<file path="src/blto_pkg.sv">
`default_nettype none
package blto_pkg;
  // opcode patterns on the upper bits of the 16-bit instruction word
  localparam logic [3:0] OPC_SKIP_SET = 4'h9;      // 1001 0bbb
  localparam logic [3:0] OPC_BIT_INV = 4'h3;       // 0011 1bbb
  localparam logic [7:0] OPC_LOAD_LIT = 8'hb0;     // 1011 0000
  localparam logic [6:0] OPC_SUB = 7'h02; // 0000 010d
  localparam logic [6:0] OPC_SUB_BORROW = 7'h01; // 0000 001d
  localparam logic [5:0] OPC_LATCH_READ = 6'h28; // 1010 00tx
  // field positions
  localparam int DEST_BIT = 8;
  localparam int BYTE_SEL_BIT = 9;
  localparam int SUB_BIT_MSB = 10;
  localparam int SUB_BIT_LSB = 8;
  // reset values
  localparam logic [7:0] ACC_RESET = 8'h00;
  localparam logic [7:0] DATA_RESET = 8'h00;
  localparam logic [3:0] FLAGS_RESET = 4'h0;
  localparam logic [15:0] NOP_WORD = 16'h0000;
  typedef enum logic [1:0] {
    BLTO_PH_DECODE = 2'b00,
    BLTO_PH_READ = 2'b01,
    BLTO_PH_PROCESS = 2'b11,
    BLTO_PH_WRITE = 2'b10
  } blto_phase_t;
endpackage : blto_pkg
`default_nettype wire

</file>
<file path="src/blto_exec.sv">
// Function
// - skip next when tested bit set, flags kept
// - taken skip discards prefetch, runs nop cycle
// - invert one selected bit, single cycle
// - load literal into accumulator, flags kept
// - copy latch byte to file, latch unchanged
// - select one upper byte, zero lower
// - four phases per instruction cycle
// - dest zero to accumulator, one to file
`default_nettype none
module blto_exec
  import blto_pkg::*;
(
  input wire logic core_clk,
  input wire logic srst,
  input wire logic [15:0] instr_word,
  output logic instr_take,
  output logic [7:0] file_addr,
  input wire logic [7:0] file_rdata,
  output logic file_we,
  output logic [7:0] file_wdata,
  input wire logic [15:0] program_table_latch,
  input wire logic carry_in,
  output logic flags_we,
  output logic [3:0] flags_out,
  output logic [7:0] working_accumulator,
  output logic skip_cycle,
  output logic [1:0] phase
);
  blto_phase_t phase_reg;
  blto_phase_t phase_next;
  logic [15:0] ir_reg;
  logic [15:0] ir_next;
  logic [7:0] opnd_reg;
  logic [7:0] opnd_next;
  logic [7:0] res_reg;
  logic [7:0] res_next;
  logic [7:0] acc_reg;
  logic [7:0] acc_next;
  logic [3:0] flags_reg;
  logic [3:0] flags_next;
  logic flags_we_reg;
  logic flags_we_next;
  logic file_we_reg;
  logic file_we_next;
  logic skip_reg;
  logic skip_next;
  logic skip_pend_reg;
  logic skip_pend_next;

  // four-phase sequencer
  always_comb begin
    unique case (phase_reg)
      BLTO_PH_DECODE: phase_next = BLTO_PH_READ;
      BLTO_PH_READ: phase_next = BLTO_PH_PROCESS;
      BLTO_PH_PROCESS: phase_next = BLTO_PH_WRITE;
      BLTO_PH_WRITE: phase_next = BLTO_PH_DECODE;
    endcase
  end

  wire [15:0] cur = ir_reg;
  wire is_skip = cur[15:12] == OPC_SKIP_SET && !cur[11];
  wire is_inv = cur[15:12] == OPC_BIT_INV && cur[11];
  wire is_lit = cur[15:8] == OPC_LOAD_LIT;
  wire is_sub = cur[15:9] == OPC_SUB;
  wire is_subb = cur[15:9] == OPC_SUB_BORROW;
  wire is_lrd = cur[15:10] == OPC_LATCH_READ;
  wire [2:0] bit_sel = cur[SUB_BIT_MSB:SUB_BIT_LSB];
  wire dest_file = cur[DEST_BIT];
  // one-hot bit mask, one decoder slice per bit position
  wire [7:0] bit_mask;
  for (genvar i = 0; i < 8; i++) begin : gen_mask
    assign bit_mask[i] = bit_sel == 3'(i);
  end

  // subtract as f + ~w + carry; borrow variant uses incoming carry
  wire cin = is_subb ? carry_in : 1'b1;
  wire [8:0] diff = {1'b0, opnd_reg} + {1'b0, ~acc_reg} + {8'h00, cin};
  wire [4:0] dlow = {1'b0, opnd_reg[3:0]} + {1'b0, ~acc_reg[3:0]}
    + {4'h0, cin};
  wire ovf = (opnd_reg[7] != acc_reg[7]) && (diff[7] != opnd_reg[7]);
  wire zero_res = diff[7:0] == 8'h00;
  wire digit_carry = dlow[4];
  wire no_borrow = diff[8]; // carry set means no borrow
  // flag order: overflow, zero, digit carry, carry
  wire [3:0] sub_flags = {ovf, zero_res, digit_carry, no_borrow};
  // byte select from latch
  wire [7:0] latch_byte = cur[BYTE_SEL_BIT] ? program_table_latch[15:8]
    : program_table_latch[7:0];
  wire bit_is_set = |(opnd_reg & bit_mask);

  logic [7:0] res_calc;
  logic wr_file, wr_acc, wr_flags;
  always_comb begin
    res_calc = 8'h00;
    wr_file = 1'b0;
    wr_acc = 1'b0;
    wr_flags = 1'b0;
    if (is_inv) begin
      res_calc = opnd_reg ^ bit_mask;
      wr_file = 1'b1;
    end else if (is_lit) begin
      res_calc = cur[7:0];
      wr_acc = 1'b1;
    end else if (is_sub || is_subb) begin
      res_calc = diff[7:0];
      wr_file = dest_file;
      wr_acc = !dest_file;
      wr_flags = 1'b1;
    end else if (is_lrd) begin
      res_calc = latch_byte;
      wr_file = 1'b1;
    end
  end

  wire in_decode = phase_reg == BLTO_PH_DECODE;
  wire in_read = phase_reg == BLTO_PH_READ;
  wire in_process = phase_reg == BLTO_PH_PROCESS;
  wire in_write = phase_reg == BLTO_PH_WRITE;
  wire take_skip = in_process && is_skip && bit_is_set;

  // a pending skip loads a nop in place of the prefetch
  assign ir_next = in_decode ? (skip_pend_reg ? NOP_WORD : instr_word)
    : ir_reg;
  assign skip_next = in_decode ? skip_pend_reg : skip_reg;
  assign skip_pend_next = take_skip || (skip_pend_reg && !in_decode);
  assign opnd_next = in_read ? file_rdata : opnd_reg;
  assign res_next = in_process ? res_calc : res_reg;
  // accumulator and flags move only when leaving the write phase
  assign acc_next = (in_write && wr_acc) ? res_calc : acc_reg;
  assign flags_next = (in_write && wr_flags) ? sub_flags : flags_reg;
  assign file_we_next = in_write && wr_file;
  assign flags_we_next = in_write && wr_flags;

  always_ff @(posedge core_clk) begin
    if (srst) begin
      phase_reg <= BLTO_PH_DECODE;
    end else begin
      phase_reg <= phase_next;
    end
  end

  always_ff @(posedge core_clk) begin
    if (srst) begin
      ir_reg <= NOP_WORD;
    end else begin
      ir_reg <= ir_next;
    end
  end

  always_ff @(posedge core_clk) begin
    if (srst) begin
      skip_reg <= 1'b0;
    end else begin
      skip_reg <= skip_next;
    end
  end

  always_ff @(posedge core_clk) begin
    if (srst) begin
      skip_pend_reg <= 1'b0;
    end else begin
      skip_pend_reg <= skip_pend_next;
    end
  end

  always_ff @(posedge core_clk) begin
    if (srst) begin
      opnd_reg <= DATA_RESET;
    end else begin
      opnd_reg <= opnd_next;
    end
  end

  always_ff @(posedge core_clk) begin
    if (srst) begin
      res_reg <= DATA_RESET;
    end else begin
      res_reg <= res_next;
    end
  end

  always_ff @(posedge core_clk) begin
    if (srst) begin
      acc_reg <= ACC_RESET;
    end else begin
      acc_reg <= acc_next;
    end
  end

  always_ff @(posedge core_clk) begin
    if (srst) begin
      flags_reg <= FLAGS_RESET;
    end else begin
      flags_reg <= flags_next;
    end
  end

  always_ff @(posedge core_clk) begin
    if (srst) begin
      flags_we_reg <= 1'b0;
    end else begin
      flags_we_reg <= flags_we_next;
    end
  end

  always_ff @(posedge core_clk) begin
    if (srst) begin
      file_we_reg <= 1'b0;
    end else begin
      file_we_reg <= file_we_next;
    end
  end

  // fetch port still fires during the nop so the word is dropped
  assign instr_take = phase_reg == BLTO_PH_DECODE;
  assign file_addr = cur[7:0];
  assign file_we = file_we_reg;
  assign file_wdata = res_reg;
  assign flags_we = flags_we_reg;
  assign flags_out = flags_reg;
  assign working_accumulator = acc_reg;
  assign skip_cycle = skip_reg;
  assign phase = phase_reg;
endmodule : blto_exec
`default_nettype wire

</file>
<file path="config.mk">
export PLATFORM = sky130hd
export DESIGN_NAME = blto_exec
export DESIGN_NICKNAME = d
export VERILOG_FILES = /design/src/blto_pkg.sv /design/src/blto_exec.sv
export SDC_FILE = /design/constraint.sdc
export NUM_CORES = 1
export LEC_CHECK = 0
export BUFFER_PORTS_ARGS = -buffer_cell sky130_fd_sc_hd__buf_2
export CAP_MARGIN = 20
export CORE_MARGIN = 4
export CORE_UTILIZATION = 40
export CTS_CLUSTER_SIZE = 20
export DETAILED_ROUTE_END_ITERATION = 6
export PLACE_DENSITY = 0.62
export SLEW_MARGIN = 20
export SYNTH_ARGS = -nofsm -noshare
export SYNTH_HDL_FRONTEND = slang
export SYNTH_SLANG_ARGS = --single-unit
</file>
<file path="constraint.sdc">
create_clock -name core_clk -period 9.75 [get_ports core_clk]
set_clock_uncertainty 0.15 [all_clocks]
set_input_delay 0.4875 -clock core_clk [delete_from_list [all_inputs] [get_ports core_clk]]
set_output_delay 0.4875 -clock core_clk [all_outputs]
set_load 0.03 [all_outputs]
</file>
==> run_results.csv, run 1 <==
group,metric,value,unit
run_status,status,"finished clean",
clocking,root_buffer,"clkbuf_8",
power_and_ir_drop,switching_share,30.41,%
finish,finalNetCount,454,
routing,vias,2600,
routing,dr.max_layer_used,"met4",
sta,rsz0062_at_grt,"false",
setup_path,critical_path_class,"reg -> reg",
setup_path,cp_max_fo,18,
power_and_ir_drop,p_int,308.9,uW
place,dp_hpwl,5820,um
clocking,hold_buffers,0,
finish,n_antenna_cell,0,
place,routabilityCongestion,0.8856,
sta,setup_viol,0,
global_route,grt_pass1_vias,2449,
routing,drc,0,
clocking,clk_latency,0.30,ns
die,die-area,8495,um2
clocking,cts_inserted_buffers,5,
die,fp.dieH,92.17,um
power_and_ir_drop,power_frac_clock,28.1,%
die,start_util,41.48,%
sta,hold_viol,0,
routing,wl_met2,3679,um
synthesis,synth_area_leaders,"dfxtp_1 (35%), ha_1 (6.6%), mux2i_1 (5.7%)",
setup_path,cp.buffers_inverters,1,
synthesis,synth_largest_area_cell,"dfxtp_1",
synthesis,ys_ff_latch,50,
finish,utilization,48.11,%
setup_path,crit_slowest_cell,"dfxtp_1",
place,dp_slack,6.091,ns
synthesis,synth_cells,339,
sta,period_needed,3.736,ns
sta,tightest_slew,1.003,ns
synthesis,synthArstFlopShare,0,%
power_and_ir_drop,power_density,135.0,nW/um2
hold_path,hold_path.class,"in -> reg",
clocking,cts_tree,"yes",
power_and_ir_drop,power_switching,135.0,uW
routing,detail_route.wirelength,7569,um
global_route,grt_overflow_total,0,
synthesis,yosysTopAreaCellShare,35.32,%
routing,wl_met3,490,um
routing,wl_per_cell,15.42,um
synthesis,ys_seq_area_share,35.32,%
power_and_ir_drop,leakage,0.001380,uW
finish,largest_register_ffs,16,
global_route,grt_max_degree,55,
flow_run,maxCapViolations,0,
setup_path,cpPeakStageDelay,0.87,ns
setup_path,cp-start-kind,"register",
die,ios,77,
routing,drt-initial-drc-count,117,
clocking,clockBufferDepth,2,
global_route,gr-usage-all-layers,18.12,%
sta,tns,0,ns
die,die_w,92.17,um
synthesis,synth_cell_type_count,53,
routing,via_per_inst,5.295,
synthesis,synth_flop_cell,"dfxtp_1",
global_route,antenna_found_initial,0,
sta,post-route-period-util,38.32,%
place,io_buffers,76,
clocking,postCtsSetupBuffers,0,
synthesis,syn_area,2834,um2
routing,met1_length,3295,um
global_route,grt_pass1_wl,12400,um
sta,layout_setup_ws,6.014,ns
sta,max_freq,267.6,MHz
routing,ant_nets,0,
setup_path,critPathArrivalTime,3.81,ns
clocking,cts_htree_levels,2,
power_and_ir_drop,seqPwrFrac,50.5,%
synthesis,avgSynthCellArea,8.360,um2
setup_path,path_cells,"nand2b_1 -> nor4_1 -> fa_1 -> inv_1 -> fa_1 -> a21o_1 -> a221oi_1 -> xnor2_1 -> a221oi_1 -> or3_1 -> a21oi_1",
synthesis,yosys_warnings,0,
die,num_rows,30,
sta,worst_hold_slack,0.2657,ns
synthesis,syn_nets,399,
finish,synthToLayoutAreaGrowth,15.98,%
synthesis,synth_edf_count,0,
power_and_ir_drop,p_comb_share,21.4,%
setup_path,required,9.83,ns
die,core_area,6832,um2
sta,slew_violations,0,
routing,drtPass1Iterations,4,
finish,drive_above_1_share,23.80,%
power_and_ir_drop,irDropWorstVdd,64.21,uV
clocking,cts_sinks,50,
clocking,clk_pin_slew,0.09,ns
setup_path,cp-end-kind,"register",
setup_path,critPathTopFamily,"flip-flops",
finish,nFillCells,724,
sta,slew_headroom,33.00,%
clocking,cts_resized,0,
==> cell usage after synthesis (all sizes together), types with 2 or more instances <==
| library cell | count |
|---|---|
| clkbuf | 17 |
| nor2 | 36 |
| ha | 15 |
| buf | 12 |
| nand2 | 37 |
| a21o | 4 |
| a211oi | 13 |
| nor3 | 8 |
| inv | 12 |
| or3 | 5 |
| fa | 2 |
| o21ai | 9 |
| a21oi | 28 |
| dfxtp | 50 |
| nor3b | 2 |
| mux2i | 16 |
| or4 | 2 |
| a221oi | 7 |
| o32ai | 2 |
| nand2b | 7 |
| nor4 | 5 |
| xor2 | 3 |
| nor2b | 4 |
| a311oi | 2 |
| a2111oi | 2 |
| xnor2 | 4 |
| nand3b | 18 |
==> final timing paths <==
path	start	to	slack, ns	cells after the start
max	cur[9]$_SDFFE_PP0P_	file_wdata[6]$_SDFFE_PP0P_	6.01	11
min	file_rdata[0]	opnd_reg[0]$_SDFFE_PP0P_	0.27	3
max reg2reg	cur[9]$_SDFFE_PP0P_	file_wdata[6]$_SDFFE_PP0P_	6.01	11
min reg2reg	skip_cycle$_SDFFE_PP0P_	skip_cycle$_SDFFE_PP0P_	0.31	2
==> per-layer routing <==
metal	vias to the layer above	GRT usage, %
met1	1196	23.52
met2	88	30.29
met4	0	4.950
met3	8	3.938
li1	1308	-
met5	-	0
==> cells by family (layout without fill, tap and decap cells) <==
group                      after synthesis  after routing  synth area share [%]
muxes                                   16             16                 5.651
adders and majority gates               17             17                 8.035
xor gates and xnor gates                 7              7                 2.163
DFF                                     50             50                 35.32
buffers and inverters                   42             98                 7.063
AOI/OAI and AO/OA                       74             74                 17.26
and+or+nand+nor                        133            133                 24.50
==> area by class of cell <==
class / count / area (um2) / area share [%]
Multi-Input combinational cell: 247 / 1638 / 49.83
Sequential cell: 50 / 1001 / 30.45
Timing Repair Buffer: 77 / 387.9 / 11.80
Tap cell: 96 / 120.1 / 3.654
Clock buffer: 7 / 86.33 / 2.627
Inverter: 13 / 48.80 / 1.485
Clock inverter: 1 / 5.005 / 0.1523
==> metrics by stage <==
stage	cell area (um2)	total power, uW	instances
finish	3287	443.9	491
global route	3287	467.7	491
floorplan	2834	297.0	339
detailed placement	3191	323.6	483
global placement	3191	322.7	483
CTS	3282	449.3	491
==> power by group through the flow <==
stage	Clock [uW]	Sequential [uW]	Combinational, uW
2_1_floorplan	0	228	69.2
3_3_place_gp	0	229	93.8
3_5_place_dp	0	229	94.4
4_1_cts	130	224	95.2
5_1_grt	136	226	105
6_report	125	224	95.0
==> worst min-delay path: stages <==
cell and delay, ns:
buf_2 0.07, a21oi_1 0.05, nor2_1 0.07
==> layout by cell type, fill, tap and decap left out, drive strengths merged, types with 9 or more instances in the layout <==
cell type and n:
nand2 37, nor2 36, ha 15, mux2i 16, nand3b 18, o21ai 9
inv 12, a211oi 13, dfxtp 50, a21oi 28, buf 77
(Power assumes the default switching activity.)
==> run 2: changes to the inputs <==
--- a/config.mk
+++ b/config.mk
@@ -5,6 +5,7 @@
 export SDC_FILE = /design/constraint.sdc
 export NUM_CORES = 1
 export LEC_CHECK = 0
+export ABC_AREA = 1
 export BUFFER_PORTS_ARGS = -buffer_cell sky130_fd_sc_hd__buf_2
 export CAP_MARGIN = 20
 export CORE_MARGIN = 4
==> constraint.sdc (replaced) <==
create_clock -name core_clk -period 3.9 [get_ports core_clk]
set_clock_uncertainty 0.15 [all_clocks]
set_input_delay 0.195 -clock core_clk [delete_from_list [all_inputs] [get_ports core_clk]]
set_output_delay 0.195 -clock core_clk [all_outputs]
set_load 0.03 [all_outputs]
==> run 2 against run 1 <==
Effect of this change: synthesized area up 0.84%; core utilization up 3.7 points; sequential cell count unchanged; fmax up 39%; cell count rose by 20%; combinational power rose to 3.1 times the previous value; register-to-register slack lost 4.8 ns; critical path depth grew 2; hold slack worse by 0.26 ns; synthesized cell count rose by 20%; routed wire length is 5.0% higher.
==> run_results.csv, run 2 <==
group,metric,value,unit
run_status,status,"finished clean",
sta,period_needed,2.683,ns
synthesis,synth_most_common_cell,"nand2_1",
clocking,clk_pin_slew,0.09,ns
finish,synthToLayoutAreaGrowth,24.56,%
setup_path,required,3.95,ns
clocking,clk_latency,0.30,ns
finish,finalNetCount,554,
flow_run,maxCapViolations,0,
synthesis,synth_fa_ha_area_share,7.968,%
synthesis,synth_xor_area_share,0.6130,%
global_route,grt_pass1_wl,13170,um
setup_path,cp_max_fo,12,
setup_path,critPathArrivalTime,2.73,ns
routing,vias,2857,
synthesis,syn_nets,466,
sta,slew_violations,0,
finish,largest_register_ffs,16,
synthesis,syn_area,2858,um2
routing,ant_nets,0,
sta,rsz0062_at_grt,"false",
synthesis,avgSynthCellArea,7.039,um2
place,dp_hpwl,6280,um
sta,slew_headroom,55.86,%
finish,n_antenna_cell,0,
synthesis,muxShareOfSynthArea,0,%
global_route,grt_pass1_vias,2787,
synthesis,ys_ff_latch,50,
global_route,met1_usage,24.90,%
place,dp_slack,1.228,ns
setup_path,critical_path_class,"reg -> reg",
setup_path,cp-start-kind,"register",
global_route,met2_usage,32.08,%
die,ios,77,
sta,tns,0,ns
finish,layout_common_cells,"nand2_1 (95), nor2_1 (76), buf_2 (76), dfxtp_1 (50), inv_1 (33)",
clocking,cts_tree,"yes",
setup_path,cpPeakStageDelay,0.56,ns
setup_path,cp-end-kind,"register",
global_route,busiest_layer,"met2",
synthesis,yosys.area_share.simple,36.03,%
die,fp.dieH,92.53,um
global_route,gr-usage-all-layers,19.22,%
power_and_ir_drop,leakage,0.001825,uW
synthesis,yosysTopAreaCellShare,35.03,%
sta,layout_setup_ws,1.217,ns
die,die_w,92.53,um
routing,via_per_inst,4.834,
die,core_area,6869,um2
synthesis,synth_top_family_by_area,"simple AND/OR/NAND/NOR gates",
sta,tightest_slew,0.6613,ns
place,routabilityCongestion,0.9229,
finish,final_common_cell,"nand2_1",
place,place_area,3244,um2
clocking,clockBufferDepth,2,
synthesis,yosys_warnings,0,
die,die-area,8561,um2
synthesis,synth_edf_count,0,
place,dp_cells,561,
global_route,antenna_found_initial,0,
hold_path,hold_path.class,"in -> reg",
routing,wl_per_cell,13.45,um
global_route,grt_max_degree,28,
sta,post-route-period-util,68.81,%
global_route,use_met3,4.549,%
clocking,cts_sinks,50,
synthesis,synth_cell_type_count,33,
finish,fin_area,3560,um2
clocking,cts_resized,0,
finish,drive_above_1_share,20.61,%
routing,drtPass1Iterations,6,
sta,max_freq,372.7,MHz
sta,hold_viol,0,
synthesis,synth_flop_cell,"dfxtp_1",
synthesis,synth_area_leaders,"dfxtp_1 (35%), nand2_1 (12%), nor2_1 (10%)",
clocking,root_buffer,"clkbuf_8",
sta,setup_viol,0,
power_and_ir_drop,irDropWorstVdd,191.6,uV
setup_path,crit_slowest_cell,"dfxtp_1",
clocking,postCtsSetupBuffers,0,
synthesis,ys_seq_area_share,35.03,%
clocking,cts_htree_levels,2,
power_and_ir_drop,power_density,332.8,nW/um2
routing,drc,0,
routing,detail_route.wirelength,7947,um
synthesis,yosys-top-cells-count,"nand2_1 (95), nor2_1 (76), dfxtp_1 (50), inv_1 (33), o21ai_0 (28)",
synthesis,synthArstFlopShare,0,%
die,num_rows,30,
synthesis,synth-compound-area-share,11.38,%
routing,drt-initial-drc-count,113,
global_route,grt_overflow_total,0,
synthesis,synth_largest_area_cell,"dfxtp_1",
synthesis,synth_cells,406,
clocking,cts_inserted_buffers,5,
finish,layout.cells.non_filler,591,
setup_path,cp_common_cell,"nand2_1",
place,io_buffers,76,
die,start_util,41.60,%
setup_path,path_cells,"nand2_1 -> nor3_1 -> fa_1 -> inv_1 -> fa_1 -> nand2_1 -> nand2_1 -> nand3b_1 -> nand3b_1 -> nand3_1 -> nand4_1 -> nor2_1 -> nor2_1",
[run 2: what timing repair did]
item	CTS	global route
hold endpoints to repair	22	0
setup endpoints to repair	0	0
hold buffers	22	0
[run 2: worst paths after layout]
| path | from | to | slack [ns] | cells after the start |
|---|---|---|---|---|
| worst max register to register | cur[9]$_SDFFE_PP0P_ | working_accumulator[6]$_SDFFE_PP0P_ | 1.22 | 13 |
| worst max-delay path | cur[9]$_SDFFE_PP0P_ | working_accumulator[6]$_SDFFE_PP0P_ | 1.22 | 13 |
| worst min register to register | flags_out[2]$_SDFFE_PP0P_ | flags_out[2]$_SDFFE_PP0P_ | 0.33 | 2 |
| worst min-delay path | instr_word[9] | cur[9]$_SDFFE_PP0P_ | 0.005 | 3 |
[run 2: logic make-up (layout without fill, tap and decap cells)]
kind of cell	Yosys count	after routing
buffers and inverters	54	143
XOR/XNOR	2	2
flip-flops	50	50
AND/OR/NAND/NOR	227	227
AO/OA/AOI/OAI	56	56
adder cells (fa/ha/maj)	17	17
[run 2: metal layers]
metal	share of wire, %	wire, um
met1	46	3683
met2	46	3623
met5	0	0
met3	6.9	549
met4	1.1	91
[run 2: worst max-delay path: cells and delay by family, from the launching register on]
kind | cells | cell delay [ns]
adder cells (fa/ha/maj) | 2 | 0.61
flip-flops | 1 | 0.56
AND/OR/NAND/NOR | 10 | 1.20
buffers and inverters | 1 | 0.07
[run 2: where the power goes]
part	leakage (uW)	total (uW)	internal [uW]	switching (uW)
clock network	0.0000472	322	143	179
registers	0.000409	566	536	29.9
logic	0.00137	297	112	185
[run 2: metrics by stage]
step / util [%] / total power, uW / hold WS (ns)
2_1_floorplan: - / 784.1 / 0.1141
3_3_place_gp: 47.23 / 857.5 / 0.2708
3_5_place_dp: 47.23 / 857.8 / 0.2742
4_1_cts: 51.82 / 1195 / 0.01281
5_1_grt: 51.82 / 1259 / 0.03589
6_report: 51.82 / 1184 / 0.004813
[run 2: layout make-up]
class,instances,area [um2]
clock buffers,6,82.58
fillers,715,3309
multi-input cells,302,1600
repair buffers,99,608.1
clock inverters,2,12.51
flip-flops and latches,50,1001
well taps,96,120.1
inverters,36,135.1
